`src/core/swm_pkg.sv`:
```
// swm_pkg: constants and types for the status word transfer and product unit
// assumes an upstream decoder supplies decoded fields and register operands
package swm_pkg;
   localparam int XLEN = 32;
   localparam int IMM_W = 8;
   localparam int ROT_W = 4;
   localparam int FIELD_W = 4;
   localparam int MODE_W = 5;
   localparam int BANK_IDX_W = 4;
   localparam int BANK_DEPTH = 16;
   localparam int FLD_CTL = 0;
   localparam int FLD_EXT = 1;
   localparam int FLD_STS = 2;
   localparam int FLD_FLG = 3;
   localparam logic [31:0] IMPL_MASK = 32'hF00000DF;
   localparam logic [31:0] FLAG_NIB_MASK = 32'hF0000000;
   localparam logic [31:0] RESET_STATUS = 32'h000000D3;
   localparam logic [31:0] ZERO_WORD = 32'h00000000;
   localparam logic [4:0] MODE_UNPRIV = 5'h10;
   localparam logic [4:0] MODE_SYSTEM = 5'h1F;
   localparam logic [3:0] MASK_ALL = 4'h9;
   localparam logic [3:0] MASK_FLG = 4'h8;
   localparam logic [3:0] MASK_CTL = 4'h1;
   localparam logic [1:0] LEGACY_ALL = 2'h0;
   localparam logic [1:0] LEGACY_FLG = 2'h1;
   localparam logic [1:0] LEGACY_CTL = 2'h2;
   localparam logic [1:0] SLOW_LAST = 2'h2;
   typedef enum logic [1:0] {
      SWM_OP_READ = 2'b00,
      SWM_OP_WRITE = 2'b01,
      SWM_OP_PRODUCT = 2'b10,
      SWM_OP_ACCUM = 2'b11
   } swm_op_e;
   typedef enum logic {
      SWM_ST_IDLE = 1'b0,
      SWM_ST_HOLD = 1'b1
   } swm_state_e;
endpackage : swm_pkg

```
`src/core/swm_product.sv`:
```
// swm_product: combinational low-half multiply and optional accumulate
// assumes the caller registers the result
`timescale 1ns/1ps
`default_nettype none
module swm_product (
   input wire logic [31:0] factor_a,
   input wire logic [31:0] factor_b,
   input wire logic [31:0] addend,
   input wire logic accumulate,
   output logic [31:0] low_result
);
   logic [31:0] prod_low;
   // low half is identical for signed and unsigned, one datapath
   assign prod_low = 32'(factor_a * factor_b);
   // addend only joins for the accumulate form
   assign low_result = accumulate ? 32'(prod_low + addend) : prod_low;
endmodule : swm_product
`default_nettype wire

```
`src/core/swm_unit.sv`:
```
// swm_unit: status word transfer and 32-bit product execution unit
// assumes decoded instruction fields arrive on the core clock with op_valid
`timescale 1ns/1ps
`default_nettype none
module swm_unit (
   input wire logic clk_sys,
   input wire logic rst,
   input wire logic op_valid,
   input wire swm_pkg::swm_op_e op_kind,
   input wire logic cond_pass,
   input wire logic use_saved,
   input wire logic [3:0] field_mask,
   input wire logic legacy_form,
   input wire logic [1:0] legacy_kind,
   input wire logic imm_sel,
   input wire logic [7:0] imm_value,
   input wire logic [3:0] imm_rotate,
   input wire logic [31:0] src_value,
   input wire logic [31:0] multiplicand_reg,
   input wire logic [31:0] multiplier_reg,
   input wire logic [31:0] addend_reg,
   output logic op_ready,
   output logic op_done,
   output logic result_valid,
   output logic [31:0] result_data,
   output logic [31:0] current_status_word,
   output logic [31:0] saved_status_word
);
   // ------------------------------------------------------------
   // state
   // ------------------------------------------------------------
   swm_pkg::swm_state_e state_reg, state_next;
   logic [1:0] cnt_reg, cnt_next;
   logic ready_reg, ready_next;
   logic done_reg, done_next;
   logic res_valid_reg, res_valid_next;
   logic [31:0] res_data_reg, res_data_next;
   logic [31:0] cur_reg, cur_next;
   logic [31:0] saved_view_reg, saved_view_next;
   logic [31:0] pend_data_reg, pend_data_next;
   logic [31:0] pend_mask_reg, pend_mask_next;
   logic [31:0] bank_reg [swm_pkg::BANK_DEPTH];
   logic [31:0] bank_next [swm_pkg::BANK_DEPTH];

   logic taken;
   logic exec;
   logic [4:0] mode;
   logic is_unpriv;
   logic saved_ok;
   logic [3:0] bank_idx;
   logic [3:0] mask_req;
   logic [31:0] wdata;
   logic [31:0] byte_bits;
   logic [31:0] wmask;
   logic slow_write;
   logic [31:0] imm_word;
   logic [31:0] prod_out;
   logic [4:0] mode_nx;
   logic saved_ok_nx;

   assign taken = op_valid && ready_reg;
   assign exec = taken && cond_pass;
   assign mode = cur_reg[swm_pkg::MODE_W-1:0];
   assign is_unpriv = (mode == swm_pkg::MODE_UNPRIV);
   // unprivileged and system modes own no saved word
   assign saved_ok = !is_unpriv && (mode != swm_pkg::MODE_SYSTEM);
   assign bank_idx = mode[swm_pkg::BANK_IDX_W-1:0];

   // ------------------------------------------------------------
   // operand and mask decode
   // ------------------------------------------------------------
   function automatic logic [3:0] legacy_map(input logic [1:0] kind);
      logic [3:0] m;
      m = swm_pkg::MASK_ALL;
      case (kind)
         swm_pkg::LEGACY_FLG: m = swm_pkg::MASK_FLG;
         swm_pkg::LEGACY_CTL: m = swm_pkg::MASK_CTL;
         default: m = swm_pkg::MASK_ALL;
      endcase
      return m;
   endfunction : legacy_map

   function automatic logic [31:0] rot_imm(input logic [7:0] v, input logic [3:0] r);
      logic [63:0] dbl;
      logic [63:0] sh;
      dbl = {24'h000000, v, 24'h000000, v};
      sh = dbl >> {r, 1'b0};
      return sh[31:0];
   endfunction : rot_imm

   always_comb begin
      imm_word = rot_imm(imm_value, imm_rotate);
      mask_req = legacy_form ? legacy_map(legacy_kind) : field_mask;
      if (imm_sel) begin
         mask_req = swm_pkg::MASK_FLG;
      end
      wdata = imm_sel ? imm_word : src_value;
      for (int i = 0; i < swm_pkg::FIELD_W; i++) begin
         byte_bits[8*i +: 8] = {8{mask_req[i]}};
      end
      // reserved bits, flag byte 27:24 included, are never stored
      wmask = byte_bits & swm_pkg::IMPL_MASK;
      if (is_unpriv && !use_saved) begin
         wmask = wmask & swm_pkg::FLAG_NIB_MASK;
      end
      // cost depends on the request, not on protection
      slow_write = !use_saved && (mask_req != swm_pkg::MASK_FLG);
   end

   swm_product u_product (
      .factor_a(multiplicand_reg),
      .factor_b(multiplier_reg),
      .addend(addend_reg),
      .accumulate(op_kind == swm_pkg::SWM_OP_ACCUM),
      .low_result(prod_out)
   );

   // ------------------------------------------------------------
   // sequencing and results
   // ------------------------------------------------------------
   always_comb begin
      state_next = state_reg;
      cnt_next = cnt_reg;
      ready_next = ready_reg;
      done_next = 1'b0;
      res_valid_next = 1'b0;
      res_data_next = res_data_reg;
      cur_next = cur_reg;
      pend_data_next = pend_data_reg;
      pend_mask_next = pend_mask_reg;
      bank_next = bank_reg;
      case (state_reg)
         swm_pkg::SWM_ST_IDLE: begin
            if (taken) begin
               done_next = 1'b1;
            end
            if (exec) begin
               case (op_kind)
                  swm_pkg::SWM_OP_READ: begin
                     res_valid_next = 1'b1;
                     if (!use_saved) begin
                        res_data_next = cur_reg;
                     end else if (saved_ok) begin
                        res_data_next = bank_reg[bank_idx];
                     end else begin
                        res_data_next = swm_pkg::ZERO_WORD;
                     end
                  end
                  swm_pkg::SWM_OP_WRITE: begin
                     if (use_saved) begin
                        if (saved_ok) begin
                           bank_next[bank_idx] = (bank_reg[bank_idx] & ~wmask)
                              | (wdata & wmask);
                        end
                     end else if (slow_write) begin
                        // commit waits so the mode change lands at the end
                        done_next = 1'b0;
                        ready_next = 1'b0;
                        cnt_next = 2'h1;
                        pend_data_next = wdata;
                        pend_mask_next = wmask;
                        state_next = swm_pkg::SWM_ST_HOLD;
                     end else begin
                        cur_next = (cur_reg & ~wmask) | (wdata & wmask);
                     end
                  end
                  default: begin
                     res_valid_next = 1'b1;
                     res_data_next = prod_out;
                  end
               endcase
            end
         end
         swm_pkg::SWM_ST_HOLD: begin
            cnt_next = 2'(cnt_reg + 2'h1);
            if (cnt_reg == swm_pkg::SLOW_LAST) begin
               cur_next = (cur_reg & ~pend_mask_reg) | (pend_data_reg & pend_mask_reg);
               done_next = 1'b1;
               ready_next = 1'b1;
               cnt_next = 2'h0;
               state_next = swm_pkg::SWM_ST_IDLE;
            end
         end
         default: begin
            state_next = swm_pkg::SWM_ST_IDLE;
            ready_next = 1'b1;
         end
      endcase
      // view follows the mode that this same edge installs
      mode_nx = cur_next[swm_pkg::MODE_W-1:0];
      saved_ok_nx = (mode_nx != swm_pkg::MODE_UNPRIV) && (mode_nx != swm_pkg::MODE_SYSTEM);
      saved_view_next = saved_ok_nx ? bank_next[mode_nx[swm_pkg::BANK_IDX_W-1:0]]
         : swm_pkg::ZERO_WORD;
   end

   always_ff @(posedge clk_sys) begin
      if (rst) begin
         state_reg <= swm_pkg::SWM_ST_IDLE;
         cnt_reg <= 2'h0;
         ready_reg <= 1'b1;
         done_reg <= 1'b0;
         res_valid_reg <= 1'b0;
         res_data_reg <= swm_pkg::ZERO_WORD;
         cur_reg <= swm_pkg::RESET_STATUS;
         saved_view_reg <= swm_pkg::ZERO_WORD;
         pend_data_reg <= swm_pkg::ZERO_WORD;
         pend_mask_reg <= swm_pkg::ZERO_WORD;
         for (int i = 0; i < swm_pkg::BANK_DEPTH; i++) begin
            bank_reg[i] <= swm_pkg::ZERO_WORD;
         end
      end else begin
         state_reg <= state_next;
         cnt_reg <= cnt_next;
         ready_reg <= ready_next;
         done_reg <= done_next;
         res_valid_reg <= res_valid_next;
         res_data_reg <= res_data_next;
         cur_reg <= cur_next;
         saved_view_reg <= saved_view_next;
         pend_data_reg <= pend_data_next;
         pend_mask_reg <= pend_mask_next;
         for (int i = 0; i < swm_pkg::BANK_DEPTH; i++) begin
            bank_reg[i] <= bank_next[i];
         end
      end
   end

   assign op_ready = ready_reg;
   assign op_done = done_reg;
   assign result_valid = res_valid_reg;
   assign result_data = res_data_reg;
   assign current_status_word = cur_reg;
   assign saved_status_word = saved_view_reg;

   logic take_read;
   logic take_slow;
   logic take_fast_wr;
   logic take_prod;
   assign take_read = exec && (op_kind == swm_pkg::SWM_OP_READ);
   assign take_slow = exec && (op_kind == swm_pkg::SWM_OP_WRITE) && slow_write;
   assign take_fast_wr = exec && (op_kind == swm_pkg::SWM_OP_WRITE) && !slow_write;
   assign take_prod = exec && (op_kind == swm_pkg::SWM_OP_PRODUCT);
endmodule : swm_unit
`default_nettype wire

```
`config.mk`:
```
export PLATFORM = sky130hd
export DESIGN_NAME = swm_unit
export DESIGN_NICKNAME = d
export VERILOG_FILES = /design/src/core/swm_pkg.sv /design/src/core/swm_product.sv /design/src/core/swm_unit.sv
export SDC_FILE = /design/constraint.sdc
export NUM_CORES = 2
export LEC_CHECK = 0
export BUFFER_PORTS_ARGS = -buffer_cell sky130_fd_sc_hd__buf_4
export CAP_MARGIN = 20
export CORE_MARGIN = 2
export CORE_UTILIZATION = 65
export DETAILED_ROUTE_END_ITERATION = 8
export HOLD_SLACK_MARGIN = 0.08
export PLACE_DENSITY = 0.88
export SYNTH_ARGS = -nofsm -noshare
export SYNTH_HDL_FRONTEND = slang
export SYNTH_SLANG_ARGS = --single-unit
```
`constraint.sdc`:
```
create_clock -name clk_sys -period 22.3 [get_ports clk_sys]
set_clock_uncertainty 0.15 [all_clocks]
set_input_delay 1.115 -clock clk_sys [delete_from_list [all_inputs] [get_ports clk_sys]]
set_output_delay 1.115 -clock clk_sys [all_outputs]
set_load 0.1 [all_outputs]
```
==> run_results.csv <==
group,metric,value,unit
critical_path,critPathSlowestCell,"o41ai_1",
finish,layout-drive-gt1-share,0.111,
place,io_buffers,211,
detailed_routing,drc,0,
timing,finalHoldViolCount,0,
clock_network,clk_latency,630,ps
grt,grt-ovfl-total,0,
worst_hold_path,holdPathEnd,"bank_reg[158]$_SDFF_PP0_",
clock_network,cts_buffers,57,
detailed_routing,wire_per_inst,21.3,µm
critical_path,cpMostUsedCell,"fa_1",
critical_path,critPathLaunchType,"input pin",
timing,rsz0062_at_grt,"no",
timing,period_needed,9840,ps
clock_network,post-cts-setup-buffer-count,0,
finish,finish.utilization,0.707,
clock_network,htreeDepth,2,
die,die_w,269,µm
critical_path,cp-end-kind,"register",
clock_network,cts.sinks,606,
finish,areaGrowthSynthToFinish,8.21,%
die,die_y,269,µm
critical_path,criticalPathCategory,"in -> reg",
grt,track_usage,0.357,
clock_network,cts_tree,"done",
timing,fmax,102,MHz
critical_path,required,22690,ps
detailed_routing,wl,128000,µm
timing,worst_pin_slew,1140,ps
die,fp-row-count,97,
finish,largest_reg_flops,512,
synth,syn_area,0.0456,mm²
timing,slew_viol_final,0,
synth,ys.flop_type,"dfxtp_1",
timing,period_share,0.441,
worst_hold_path,hp-class,"reg -> reg",
detailed_routing,first_pass_iters,8,
worst_hold_path,hp-start,"bank_reg[158]$_SDFF_PP0_",
clock_network,root_buffer,"clkbuf_16",
synth,netlist_instances,5051,
critical_path,reg2reg_slack,17500,ps
run,drv_cap,0,
synth,yosysTopAreaCellShare,0.266,
finish,nets,5728,
critical_path,reg2reg_depth,8,
timing,maxSlewHeadroom,0.236,
critical_path,cp.arrival,10230,ps
clock_network,hold_buffers,0,
synth,async_flop_share,0,
status,status,"finished clean",
place,routabilityCongestion,0.986,
die,boundaryPins,254,
timing,holdWs,327,ps
die,die_area,0.0723,mm²
clock_network,post_cts_resized,0,
grt,grt_max_degree,209,
grt,grt_pass1_vias,38300,
place,hpwl,89000,µm
synth,synth_edf_count,0,
critical_path,crit_path_max_incr_delay,650,ps
synth,synth_warnings,0,
detailed_routing,vias,38300,
die,coreArea,0.0698,mm²
grt,antenna_found_initial,4,
synth,synth_area_leaders,"dfxtp_1, fa_1, mux4_2",
clock_network,clk_pin_slew,70,ps
critical_path,r2r_end,"result_data[14]$_SDFFE_PP0P_",
timing,final-setup-viol-count,0,
finish,final_common_cell,"nand2_1",
clock_network,clockBufferDepth,3,
critical_path,critPathMaxFanout,30,
worst_hold_path,hold_depth,2,
detailed_routing,drt_iter0_markers,4476,
finish,nFillCells,4975,
synth,yosysSeqAreaShare,0.266,
synth,ys_ff_latch,606,
critical_path,reg2reg_from,"current_status_word[0]$_SDFF_PP1_",
finish,mostFrequentLayoutCells,"nand2_1, dfxtp_1, inv_1, fa_1, nor2b_1",
synth,syn_avg_cell_area,9.03,µm²
synth,synth.distinct_cells,77,
detailed_routing,drtAntennaViolNets,0,
die,initial_core_util,0.654,
grt,grt_pass1_wl,205000,µm
synth,yosys.area.top_type,"dfxtp_1",
detailed_routing,via_per_inst,6.39,
timing,tns,0,ps
[layer usage]
layer	vias to the layer above	GRT usage	wire length, µm	part of all wire
met5	-	0	10	0.000078
met4	2	0.158	6090	0.048
met3	489	0.0852	14600	0.11
met2	2321	0.576	59800	0.47
met1	18600	0.458	47400	0.37
li1	16900	-	-	-
[Yosys cell counts (all sizes together) (7+ instances only)]
library cell,count
mux2,9
a221oi,12
nor3,62
mux2i,34
a311oi,90
nand4,15
o311ai,7
nor2b,345
fa,409
o31ai,15
and2,288
a22oi,10
nand2,730
nand3b,8
inv,424
o22ai,80
o21a,13
o21bai,9
or2,9
a21o,22
a21oi,164
nor2,311
or3,14
nand2b,13
clkbuf,270
nand3,105
mux4,162
o211ai,12
xnor2,77
a31oi,18
a211o,15
ha,156
xor2,25
dfxtp,606
buf,107
o21ai,56
and3,52
a211oi,208
nor4,25
[cell type report]
| cell class | instances | area (µm²) | share of cell area |
|---|---|---|---|
| clock buffer | 76 | 1620 | 0.0328 |
| clock inverter | 28 | 394 | 0.00798 |
| inverter | 427 | 1600 | 0.0325 |
| timing repair buffer | 255 | 1980 | 0.0400 |
| multi-input combinational | 3661 | 30500 | 0.617 |
| tap | 940 | 1180 | 0.0238 |
| antenna | 1 | 2.50 | 0.0000507 |
| sequential | 606 | 12100 | 0.246 |
[cells by family (layout without fill, tap and decap cells)]
logic type               after synthesis  in the layout  synth area share
AO/OA/AOI/OAI                        776            776             0.118
XOR/XNOR                             103            103            0.0201
adder cells (fa/ha/maj)              565            565             0.222
buffers and inverters                804            786            0.0708
flip-flops                           606            606             0.266
multiplexers                         205            205            0.0897
other                                  1             22         0.0000822
AND/OR/NAND/NOR                     1991           1991             0.213
[worst max path at each step]
| stage | start | endpoint | depth (start not counted) |
|---|---|---|---|
| CTS | multiplier_reg[2] | result_data[29]$_SDFFE_PP0P_ | 31 |
| detailed placement | multiplier_reg[2] | result_data[29]$_SDFFE_PP0P_ | 31 |
| finish | multiplier_reg[2] | result_data[29]$_SDFFE_PP0P_ | 31 |
| global placement | multiplier_reg[2] | result_data[29]$_SDFFE_PP0P_ | 31 |
| global route | multiplier_reg[6] | result_data[29]$_SDFFE_PP0P_ | 31 |
| floorplan | multiplier_reg[3] | result_data[29]$_SDFFE_PP0P_ | 32 |
[metrics by stage]
| stage | worst slack, ps | std cells | area (µm²) |
|---|---|---|---|
| finish | 12460 | 5994 | 49400 |
| global route | 11920 | 5993 | 49400 |
| CTS | 12610 | 5981 | 49200 |
| detailed placement | 12010 | 5877 | 47200 |
| global placement | 12160 | 5877 | 47200 |
| floorplan | 12900 | 5071 | 45700 |
[worst max-delay path, delay by kind of cell]
kind / cells / cell delay (ps)
adder cells (fa/ha/maj): 10 / 4790
AND/OR/NAND/NOR: 7 / 1250
buffers and inverters: 5 / 480
AO/OA/AOI/OAI: 9 / 2560
Power is not shown: default switching activity piles up to over one toggle a cycle in this logic, so the estimate is an artifact.
